### src/rtl/ssp_pkg.sv
package ssp_pkg;

  localparam int          SSP_WIDTH       = 16;
  localparam int          SSP_DEPTH       = 8;
  localparam logic [3:0]  SSP_HALF_LEVEL  = 4'h4;
  localparam logic [3:0]  SSP_MIN_LEN_M1  = 4'h3;
  localparam logic [3:0]  SSP_CMD_MSB     = 4'h7;
  localparam logic [15:0] SSP_CMD_MASK    = 16'h00FF;
  localparam logic [5:0]  SSP_CMD_EDGES   = 6'h10;
  localparam logic [5:0]  SSP_RESP_EDGE   = 6'h12;
  localparam logic [6:0]  SSP_TMO_HALVES  = 7'h40;
  localparam logic [15:0] SSP_WORD_RST    = 16'h0000;
  localparam logic [3:0]  SSP_IRQ_RST     = 4'h0;

  typedef enum logic [1:0] {
    SSP_FMT_SPI,
    SSP_FMT_PULSE,
    SSP_FMT_CMD
  } ssp_fmt_t;

  typedef struct packed {
    logic       enable;
    logic       master;
    ssp_fmt_t   fmt;
    logic [3:0] word_len_m1;
    logic [7:0] prescale;
    logic [7:0] rate;
    logic       cpol;
    logic       cpha;
    logic       loopback;
  } ssp_cfg_t;

  typedef struct packed {
    logic overrun;
    logic timeout;
    logic rx_svc;
    logic tx_svc;
  } ssp_irq_t;

endpackage
### src/rtl/ssp_core.sv
`timescale 1ns/1ps
module ssp_core (
  input  wire logic             i_clk,
  input  wire logic             i_rst,
  input  wire ssp_pkg::ssp_cfg_t i_cfg,
  input  wire ssp_pkg::ssp_irq_t i_irq_mask,
  input  wire ssp_pkg::ssp_irq_t i_irq_clr,
  input  wire logic             i_wr_valid,
  input  wire logic [15:0]      i_wr_data,
  input  wire logic             i_rd_req,
  input  wire logic             i_sclk,
  input  wire logic             i_fss,
  input  wire logic             i_sin,
  output logic                  o_sclk,
  output logic                  o_sclk_oe_n,
  output logic                  o_fss,
  output logic                  o_fss_oe_n,
  output logic                  o_sout,
  output logic                  o_sout_oe_n,
  output logic [15:0]           o_rd_data,
  output logic                  o_rd_valid,
  output logic                  o_tx_full,
  output logic                  o_rx_empty,
  output logic                  o_busy,
  output ssp_pkg::ssp_irq_t     o_raw_status,
  output ssp_pkg::ssp_irq_t     o_masked_status,
  output logic                  o_irq
);
  import ssp_pkg::*;

  typedef enum logic [1:0] {
    ST_IDLE,
    ST_LEAD,
    ST_SHIFT,
    ST_TAIL
  } ssp_state_t;

  ssp_state_t  state;
  logic [5:0]  k;
  logic        lead;
  logic [6:0]  pre_cnt;
  logic [7:0]  rate_cnt;
  logic [6:0]  half_pre;
  logic        pre_tick;
  logic        half_tick;
  logic        is_spi;
  logic        is_pulse;
  logic        is_cmd;
  logic [3:0]  len_m1;
  logic [3:0]  msb_idx;
  logic [5:0]  last_k;
  logic        cpha_eff;
  logic        idle_clk;
  logic        idle_fss;
  logic        sclk_prev;
  logic        fss_prev;
  logic        slave_edge;
  logic        slave_start;
  logic        master_start;
  logic        load;
  logic        edge_ev;
  logic        cap;
  logic        launch;
  logic        rx_bit;
  logic        done;
  logic [15:0] tx_sh;
  logic [15:0] rx_sh;
  logic [15:0] rx_hold;
  logic        rx_push_q;
  logic [15:0] next_load;
  logic [15:0] tx_head;
  logic [15:0] rx_head;
  logic [3:0]  tx_count;
  logic [3:0]  rx_count;
  logic        tx_full;
  logic        tx_empty;
  logic        rx_full;
  logic        rx_empty;
  logic        rx_pop;
  logic        tx_pop;
  logic        overrun;
  logic        timeout;
  logic [6:0]  tmo_cnt;
  logic        tmo_run;
  logic        tmo_hit;
  ssp_irq_t    next_raw;

  // Format decode and word geometry
  assign is_spi   = (i_cfg.fmt == SSP_FMT_SPI);
  assign is_pulse = (i_cfg.fmt == SSP_FMT_PULSE);
  assign is_cmd   = (i_cfg.fmt == SSP_FMT_CMD);
  assign len_m1   = (i_cfg.word_len_m1 < SSP_MIN_LEN_M1) ?
                    SSP_MIN_LEN_M1 : i_cfg.word_len_m1;
  assign msb_idx  = is_cmd ? SSP_CMD_MSB : len_m1;
  assign last_k   = {1'b0, len_m1, 1'b1} +
                    (is_cmd ? SSP_RESP_EDGE : 6'h00);
  assign cpha_eff = is_spi ? i_cfg.cpha : is_pulse;
  assign idle_clk = is_spi ? i_cfg.cpol : 1'b0;
  assign idle_fss = !is_pulse;

  // Two-stage bit-rate divider; half_tick marks each half serial period
  assign half_pre  = (i_cfg.prescale[7:1] == 7'h00) ?
                     7'h01 : i_cfg.prescale[7:1];
  assign pre_tick  = i_cfg.enable && (pre_cnt == half_pre - 7'h01);
  assign half_tick = pre_tick && (rate_cnt == i_cfg.rate);

  always_ff @(posedge i_clk)
  begin
    if (i_rst || !i_cfg.enable)
    begin
      pre_cnt  <= 7'h00;
      rate_cnt <= 8'h00;
    end
    else if (pre_tick)
    begin
      pre_cnt  <= 7'h00;
      rate_cnt <= (rate_cnt == i_cfg.rate) ? 8'h00 : rate_cnt + 8'h01;
    end
    else
    begin
      pre_cnt <= pre_cnt + 7'h01;
    end
  end

  // Slave side edge detection on the incoming clock and frame
  always_ff @(posedge i_clk)
  begin
    if (i_rst)
    begin
      sclk_prev <= 1'b0;
      fss_prev  <= 1'b1;
    end
    else
    begin
      sclk_prev <= i_sclk;
      fss_prev  <= i_fss;
    end
  end

  assign slave_edge   = (i_sclk != sclk_prev);
  assign slave_start  = i_cfg.enable && !i_cfg.master && state == ST_IDLE &&
                        (is_pulse ? (slave_edge && !i_sclk && i_fss)
                                  : (fss_prev && !i_fss));
  assign master_start = i_cfg.enable && i_cfg.master && state == ST_IDLE &&
                        !tx_empty && half_tick;
  assign load         = master_start || slave_start;
  assign tx_pop       = load && !tx_empty;
  assign edge_ev      = (state == ST_SHIFT) &&
                        (i_cfg.master ? half_tick : slave_edge);
  assign cap          = edge_ev && (k[0] == cpha_eff) &&
                        (!is_cmd || k >= SSP_RESP_EDGE);
  assign launch       = edge_ev && (k[0] != cpha_eff) && (k != 6'h00) &&
                        (!is_cmd || k < SSP_CMD_EDGES);
  assign rx_bit       = i_cfg.loopback ? o_sout : i_sin;
  assign done         = (state == ST_TAIL) &&
                        (i_cfg.master ? half_tick : 1'b1);
  assign next_load    = tx_empty ? SSP_WORD_RST :
                        (is_cmd ? (tx_head & SSP_CMD_MASK) : tx_head);

  // Frame sequencer, serial clock and frame line
  always_ff @(posedge i_clk)
  begin
    if (i_rst)
    begin
      state  <= ST_IDLE;
      k      <= 6'h00;
      lead   <= 1'b0;
      o_sclk <= 1'b0;
      o_fss  <= 1'b1;
    end
    else if (!i_cfg.enable)
    begin
      state  <= ST_IDLE;
      k      <= 6'h00;
      lead   <= 1'b0;
      o_sclk <= idle_clk;
      o_fss  <= idle_fss;
    end
    else
    begin
      case (state)
        ST_IDLE:
        begin
          o_sclk <= idle_clk;
          o_fss  <= idle_fss;
          k      <= 6'h00;
          lead   <= 1'b0;
          if (master_start)
          begin
            o_fss <= 1'b0;
            state <= ST_LEAD;
          end
          else if (slave_start)
          begin
            state <= ST_SHIFT;
          end
        end
        ST_LEAD:
        begin
          if (half_tick)
          begin
            if (!is_pulse)
            begin
              state <= ST_SHIFT;
            end
            else
            begin
              o_sclk <= !o_sclk;
              lead   <= 1'b1;
              if (!lead)
              begin
                o_fss <= 1'b1;
              end
              else
              begin
                state <= ST_SHIFT;
              end
            end
          end
        end
        ST_SHIFT:
        begin
          if (!i_cfg.master && !is_pulse && i_fss)
          begin
            state <= ST_IDLE;
          end
          else if (edge_ev)
          begin
            k <= k + 6'h01;
            if (i_cfg.master)
            begin
              o_sclk <= !o_sclk;
            end
            if (i_cfg.master && is_pulse && k == 6'h00)
            begin
              o_fss <= 1'b0;
            end
            if (k == last_k)
            begin
              state <= ST_TAIL;
            end
          end
        end
        ST_TAIL:
        begin
          if (done)
          begin
            o_fss <= idle_fss;
            state <= ST_IDLE;
          end
        end
        default:
        begin
          state <= ST_IDLE;
        end
      endcase
    end
  end

  // Transmit and receive shifters
  always_ff @(posedge i_clk)
  begin
    if (i_rst)
    begin
      tx_sh  <= SSP_WORD_RST;
      rx_sh  <= SSP_WORD_RST;
      o_sout <= 1'b0;
    end
    else if (load)
    begin
      tx_sh  <= next_load;
      o_sout <= next_load[msb_idx];
      rx_sh  <= SSP_WORD_RST;
    end
    else
    begin
      if (launch)
      begin
        tx_sh  <= tx_sh << 1;
        o_sout <= tx_sh[msb_idx - 4'h1];
      end
      else if (state == ST_IDLE)
      begin
        o_sout <= 1'b0;
      end
      if (cap)
      begin
        rx_sh <= {rx_sh[14:0], rx_bit};
      end
    end
  end

  // Pad enables, low while driving
  always_ff @(posedge i_clk)
  begin
    if (i_rst)
    begin
      o_sclk_oe_n <= 1'b1;
      o_fss_oe_n  <= 1'b1;
      o_sout_oe_n <= 1'b1;
    end
    else
    begin
      o_sclk_oe_n <= !(i_cfg.enable && i_cfg.master);
      o_fss_oe_n  <= !(i_cfg.enable && i_cfg.master);
      if (i_cfg.master)
      begin
        o_sout_oe_n <= !(i_cfg.enable &&
                         !(is_pulse && state == ST_IDLE));
      end
      else
      begin
        o_sout_oe_n <= !(i_cfg.enable && state != ST_IDLE);
      end
    end
  end

  // Completed word is held one cycle before the FIFO load
  always_ff @(posedge i_clk)
  begin
    if (i_rst)
    begin
      rx_hold   <= SSP_WORD_RST;
      rx_push_q <= 1'b0;
    end
    else
    begin
      rx_push_q <= done;
      if (done)
      begin
        rx_hold <= rx_sh;
      end
    end
  end

  assign rx_pop = i_rd_req && !rx_empty;

  ssp_fifo #(
    .WIDTH (SSP_WIDTH),
    .DEPTH (SSP_DEPTH)
  ) u_tx_fifo (
    .i_clk   (i_clk),
    .i_rst   (i_rst),
    .i_push  (i_wr_valid),
    .i_data  (i_wr_data),
    .i_pop   (tx_pop),
    .o_data  (tx_head),
    .o_count (tx_count),
    .o_full  (tx_full),
    .o_empty (tx_empty)
  );

  ssp_fifo #(
    .WIDTH (SSP_WIDTH),
    .DEPTH (SSP_DEPTH)
  ) u_rx_fifo (
    .i_clk   (i_clk),
    .i_rst   (i_rst),
    .i_push  (rx_push_q),
    .i_data  (rx_hold),
    .i_pop   (rx_pop),
    .o_data  (rx_head),
    .o_count (rx_count),
    .o_full  (rx_full),
    .o_empty (rx_empty)
  );

  // CPU read answer
  always_ff @(posedge i_clk)
  begin
    if (i_rst)
    begin
      o_rd_data  <= SSP_WORD_RST;
      o_rd_valid <= 1'b0;
    end
    else
    begin
      o_rd_valid <= i_rd_req;
      o_rd_data  <= rx_empty ? SSP_WORD_RST : rx_head;
    end
  end

  // Receive timeout counts idle half periods while data waits
  assign tmo_run = !rx_empty && state == ST_IDLE && !rx_push_q && !rx_pop;
  assign tmo_hit = tmo_run && half_tick &&
                   (tmo_cnt == SSP_TMO_HALVES - 7'h01);

  always_ff @(posedge i_clk)
  begin
    if (i_rst || !tmo_run)
    begin
      tmo_cnt <= 7'h00;
    end
    else if (half_tick && tmo_cnt != SSP_TMO_HALVES)
    begin
      tmo_cnt <= tmo_cnt + 7'h01;
    end
  end

  // Sticky event flags; a new event beats a clear in the same cycle
  always_ff @(posedge i_clk)
  begin
    if (i_rst)
    begin
      overrun <= 1'b0;
      timeout <= 1'b0;
    end
    else
    begin
      if (rx_push_q && rx_full)
      begin
        overrun <= 1'b1;
      end
      else if (i_irq_clr.overrun)
      begin
        overrun <= 1'b0;
      end
      if (tmo_hit)
      begin
        timeout <= 1'b1;
      end
      else if (i_irq_clr.timeout)
      begin
        timeout <= 1'b0;
      end
    end
  end

  always_comb
  begin
    next_raw         = SSP_IRQ_RST;
    next_raw.overrun = overrun || (rx_push_q && rx_full);
    next_raw.timeout = timeout || tmo_hit;
    next_raw.rx_svc  = (rx_count >= SSP_HALF_LEVEL);
    next_raw.tx_svc  = (tx_count <= SSP_HALF_LEVEL);
  end

  // Status and request outputs
  always_ff @(posedge i_clk)
  begin
    if (i_rst)
    begin
      o_raw_status    <= SSP_IRQ_RST;
      o_masked_status <= SSP_IRQ_RST;
      o_irq           <= 1'b0;
      o_tx_full       <= 1'b0;
      o_rx_empty      <= 1'b1;
      o_busy          <= 1'b0;
    end
    else
    begin
      o_raw_status    <= next_raw;
      o_masked_status <= next_raw & i_irq_mask;
      o_irq           <= |(next_raw & i_irq_mask);
      o_tx_full       <= tx_full;
      o_rx_empty      <= rx_empty;
      o_busy          <= (state != ST_IDLE) || !tx_empty;
    end
  end
endmodule

### src/rtl/ssp_fifo.sv
`timescale 1ns/1ps
module ssp_fifo #(
  parameter int WIDTH = 16,
  parameter int DEPTH = 8
) (
  input  wire logic                       i_clk,
  input  wire logic                       i_rst,
  input  wire logic                       i_push,
  input  wire logic [WIDTH-1:0]           i_data,
  input  wire logic                       i_pop,
  output logic      [WIDTH-1:0]           o_data,
  output logic      [$clog2(DEPTH):0]     o_count,
  output logic                            o_full,
  output logic                            o_empty
);
  localparam int PW = $clog2(DEPTH);

  logic [WIDTH-1:0] mem [DEPTH];
  logic [PW-1:0]    wr_ptr;
  logic [PW-1:0]    rd_ptr;
  logic [PW:0]      count;
  logic             do_push;
  logic             do_pop;

  assign o_full  = (count == (PW+1)'(DEPTH));
  assign o_empty = (count == '0);
  assign do_push = i_push && !o_full;
  assign do_pop  = i_pop && !o_empty;
  assign o_data  = mem[rd_ptr];
  assign o_count = count;

  always_ff @(posedge i_clk)
  begin
    if (do_push)
    begin
      mem[wr_ptr] <= i_data;
    end
  end

  always_ff @(posedge i_clk)
  begin
    if (i_rst)
    begin
      wr_ptr <= '0;
      rd_ptr <= '0;
      count  <= '0;
    end
    else
    begin
      if (do_push)
      begin
        wr_ptr <= wr_ptr + 1'b1;
      end
      if (do_pop)
      begin
        rd_ptr <= rd_ptr + 1'b1;
      end
      if (do_push && !do_pop)
      begin
        count <= count + 1'b1;
      end
      else if (do_pop && !do_push)
      begin
        count <= count - 1'b1;
      end
    end
  end
endmodule

### config.mk
export PLATFORM = sky130hd
export DESIGN_NAME = ssp_core
export DESIGN_NICKNAME = d
export VERILOG_FILES = /design/src/rtl/ssp_pkg.sv /design/src/rtl/ssp_core.sv /design/src/rtl/ssp_fifo.sv
export SDC_FILE = /design/constraint.sdc
export NUM_CORES = 1
export LEC_CHECK = 0
export BUFFER_PORTS_ARGS = -buffer_cell sky130_fd_sc_hd__buf_2
export CELL_PAD_IN_SITES_DETAIL_PLACEMENT = 1
export CELL_PAD_IN_SITES_GLOBAL_PLACEMENT = 2
export CORE_MARGIN = 2
export CORE_UTILIZATION = 45
export CTS_BUF_LIST = sky130_fd_sc_hd__clkbuf_2
export DETAILED_ROUTE_END_ITERATION = 10
export GPL_ROUTABILITY_DRIVEN = 0
export PLACE_DENSITY = 0.78
export SYNTH_ARGS = -nofsm -noshare
export SYNTH_HDL_FRONTEND = slang
export SYNTH_SLANG_ARGS = --single-unit
### constraint.sdc
create_clock -name i_clk -period 6.1 [get_ports i_clk]
set_input_delay 1.22 -clock i_clk [delete_from_list [all_inputs] [get_ports i_clk]]
set_output_delay 1.22 -clock i_clk [all_outputs]
set_load 0.03 [all_outputs]
==> flow_summary.ini <==
[global_route]
met2_usage_pct = 33.5
grt_use_total_pct = 19.5
vias_in_the_first_global_route = 10600
met3_usage_pct = 3.82
grt.overflow.total = 0
grt_max_degree = 46
grt_pass1_wl_um = 57200
grt_antenna_before_repair = 2
use_met1_pct = 23.9
most_crowded_layer_gr = met2

[timing]
fmax_ghz = 0.215
final.hold.worst_slack_ns = 0.387
period_minus_slack_ns = 4.65
rsz0062_at_grt = false
skew_ns = 0.0697
hold_viol = 0
max_slew_margin_pct = 26.7
fin_setup_tns_ns = 0
finalCritPeriodShare_pct = 76.1
report.final.setup_viol = 0
slew_viol_final = 0
timing_worst_slew_pin_value_ns = 1.10
fin_ws_ns = 1.46

[synthesis]
number_of_enable_flip_flop_cells_after_synthesis = 256
yosysWarningCount = 0
synthesis.nets = 1251
post_synthesis_sequential_element_count = 397
async_reset_ff_share_pct = 0
synth_seq_area_share_pct = 64.1
synth_area_um2 = 16400
most_used_dff_post_synth = edfxtp_1
synth_cell_type_count = 62
syn_area_per_cell_um2 = 14.1
synth_area_leader_cell = edfxtp_1
synth_top_cells_by_area = edfxtp_1, dfxtp_1, mux4_2
syn-instance-count = 1162
synth.top_cell.area_share_pct = 46.9

[clocking]
clock_sinks = 397
cts.repair.resized = 0
clock_latency_ns = 1.03
cts_hold_buf = 0
cts.repair_timing.setup_buffer_count = 0
cts_max_level = 3
cts.reportedPaths.clkPinSlew_ns = 0.11
tritoncts = done
cts-root-to-sink-buffers = 3
clk_root_buffer_cell = clkbuf_2
cts_buffers = 100

[power]
swShare_pct = 30.4
seqPwrFrac_pct = 52.0
p_per_area_nw_per_um2 = 325
power.clock.fraction_pct = 30.0
power_frac_comb_pct = 18.0
power_switching_uw = 1810
power_report.internal_total_uw = 4150
total_leakage_power_uw = 0.00646
largest_voltage_drop_on_the_vdd_net_mv = 0.169

[worst_setup_path]
cp_slowest_stage_delay_ns = 0.44
worst_setup_path_start_kind = input pin
worst-path-max-fanout = 7
worst_path_dominant_cell_family = simple AND/OR/NAND/NOR gates
worstPathArrival_ns = 5.57
reg2reg_setup_slack_ns = 2.19
end_kind = flip-flop
highest_delay_cell_along_the_critical_path = or4_4
critPathRequiredTime_ns = 7.02
crit_buf_inv = 3
setup.worst_path.class = input pin to flip-flop
worstPathCellList = buf_2 > nor3_1 > a21oi_1 > ha_1 > or3b_4 > or4_4 > a211oi_4 > and4_4 > a31oi_4 > nor3_1 > inv_1 > ha_1 > inv_1 > ha_1 > a21o_1 > a21oi_1 > xnor2_1 > or3_1 > a21oi_1

[final_layout]
most_frequent_standard_cell_in_the_layout_excluding_fill_and_tap_cells = edfxtp_1
finish.net_count = 1404
layout_common_cells = edfxtp_1, clkbuf_2, dfxtp_1
multi_input_area_um2 = 5680
final_design_area_no_fill_um2 = 18400
area_delta_synth_final_pct = 12.1
final_layout_size_suffix_gt1_share_pct = 26.0
filler_cell_count = 3702
final-seq-area_um2 = 10500
finish.utilization_pct = 51.4

[placed_design]
place.port_buffers = 89
place_ws_ns = 0.450
dp_hpwl_um = 23200
dpl-instance-area_um2 = 17400

[die]
row_count = 69
pin_count = 93
effective_utilization_at_floorplan_pct = 45.9
die_height_um = 195
die_w_um = 195
core_area_um2 = 35700
die-area_um2 = 38000

[detailed_routing]
routed_wire_length_um = 35900
drt_iter0_drc = 513
vias_after_detailed_routing = 9926
route.detailed.vias_per_inst = 5.34
detail_route.wl_per_cell_um = 19.3
drtPass1Iterations = 4
drc_errors = 0
ant_nets_after_route = 0

[run_status]
status = finished clean

[job]
maxCapViolCount = 0

[worst_hold_path]
hold_class = input pin to flip-flop
## worst reg2reg max path, cell delays in order (launching register included)
cell and delay, ns:
dfxtp_1 0.42, nor2_1 0.06, and4_1 0.20, nor4_1 0.57
and4_4 0.43, a31oi_4 0.12, nor3_1 0.43, inv_1 0.09
ha_1 0.24, inv_1 0.12, ha_1 0.25, a21o_1 0.18
a21oi_1 0.18, xnor2_1 0.10, or3_1 0.31, a21oi_1 0.14
## power groups by stage
stage          logic [uW]  registers (uW)  clock network [uW]
3_5_place_dp         1090            3170                   0
6_report             1070            3100                1790
5_1_grt              1180            3130                2000
3_3_place_gp         1070            3160                   0
4_1_cts              1090            3110                1870
2_1_floorplan         684            3230                   0
## final cells by class
| type | instances | area share [%] |
|---|---|---|
| Sequential cell | 397 | 57.2 |
| Multi-Input combinational cell | 685 | 30.9 |
| Clock buffer | 154 | 4.20 |
| Tap cell | 461 | 3.14 |
| Timing Repair Buffer | 106 | 3.12 |
| Clock inverter | 28 | 0.845 |
| Inverter | 25 | 0.511 |
| Antenna cell | 2 | 0.0272 |
## per-layer routing
layer / share of wire, % / vias to the layer above
li1: - / 4736
met1: 43 / 4902
met2: 50 / 207
met3: 3.8 / 81
met4: 2.8 / 0
met5: 0 / -
## final timing paths
kind	from	endpoint	cells past startpoint
worst max-delay path	i_cfg[17]	u_tx_fifo.o_count[3]	19
worst min-delay path	i_irq_clr[3]	overrun	2
worst max register to register	pre_cnt[5]	u_tx_fifo.o_count[3]	15
worst min register to register	rx_sh[15]	rx_hold[15]	2
## metrics by stage
| step | cells | power (uW) |
|---|---|---|
| 5_1_grt | 1858 | 6310 |
| 3_3_place_gp | 1674 | 4230 |
| 2_1_floorplan | 1162 | 3910 |
| 4_1_cts | 1856 | 6080 |
| 3_5_place_dp | 1674 | 4260 |
| 6_report | 1858 | 5970 |
## flip-flops by register name, indices dropped and copies added (netlist names), 2 cells and up, named ones only
| signal | flops |
|---|---|
| k | 6 |
| o_masked_status | 4 |
| o_raw_status | 4 |
| o_rd_data | 16 |
| pre_cnt | 7 |
| rate_cnt | 8 |
| rx_hold | 16 |
| rx_sh | 16 |
| state | 2 |
| tmo_cnt | 7 |
| tx_sh | 16 |
| u_rx_fifo.mem | 128 |
| u_rx_fifo.o_count | 4 |
| u_rx_fifo.rd_ptr | 3 |
| u_rx_fifo.wr_ptr | 3 |
| u_tx_fifo.mem | 128 |
| u_tx_fifo.o_count | 4 |
| u_tx_fifo.rd_ptr | 3 |
| u_tx_fifo.wr_ptr | 3 |
## cell families (layout without fill, tap and decap cells)
kind of cell               Yosys count  count (layout)  share of synthesized area, %
AOI/OAI and AO/OA                  121             121                          4.82
xor gates and xnor gates            59              59                          3.15
adders and majority gates           31              31                          2.46
buffers and inverters               80             313                          1.97
DFF                                397             397                          64.1
muxes                              149             149                          14.2
other                                0               2                             0
and+or+nand+nor                    325             325                          9.32
## Yosys cell counts, types with 17 or more instances
library cell / instances
a211oi_1: 20
xnor2_1: 41
ha_1: 29
dfxtp_1: 141
inv_1: 25
edfxtp_1: 256
nor2_1: 135
xor2_1: 18
mux2i_1: 80
clkbuf_1: 35
nor3_1: 24
nand2_1: 66
mux4_2: 66
nand4_1: 17
a21oi_1: 44
(Power assumes the default switching activity.)
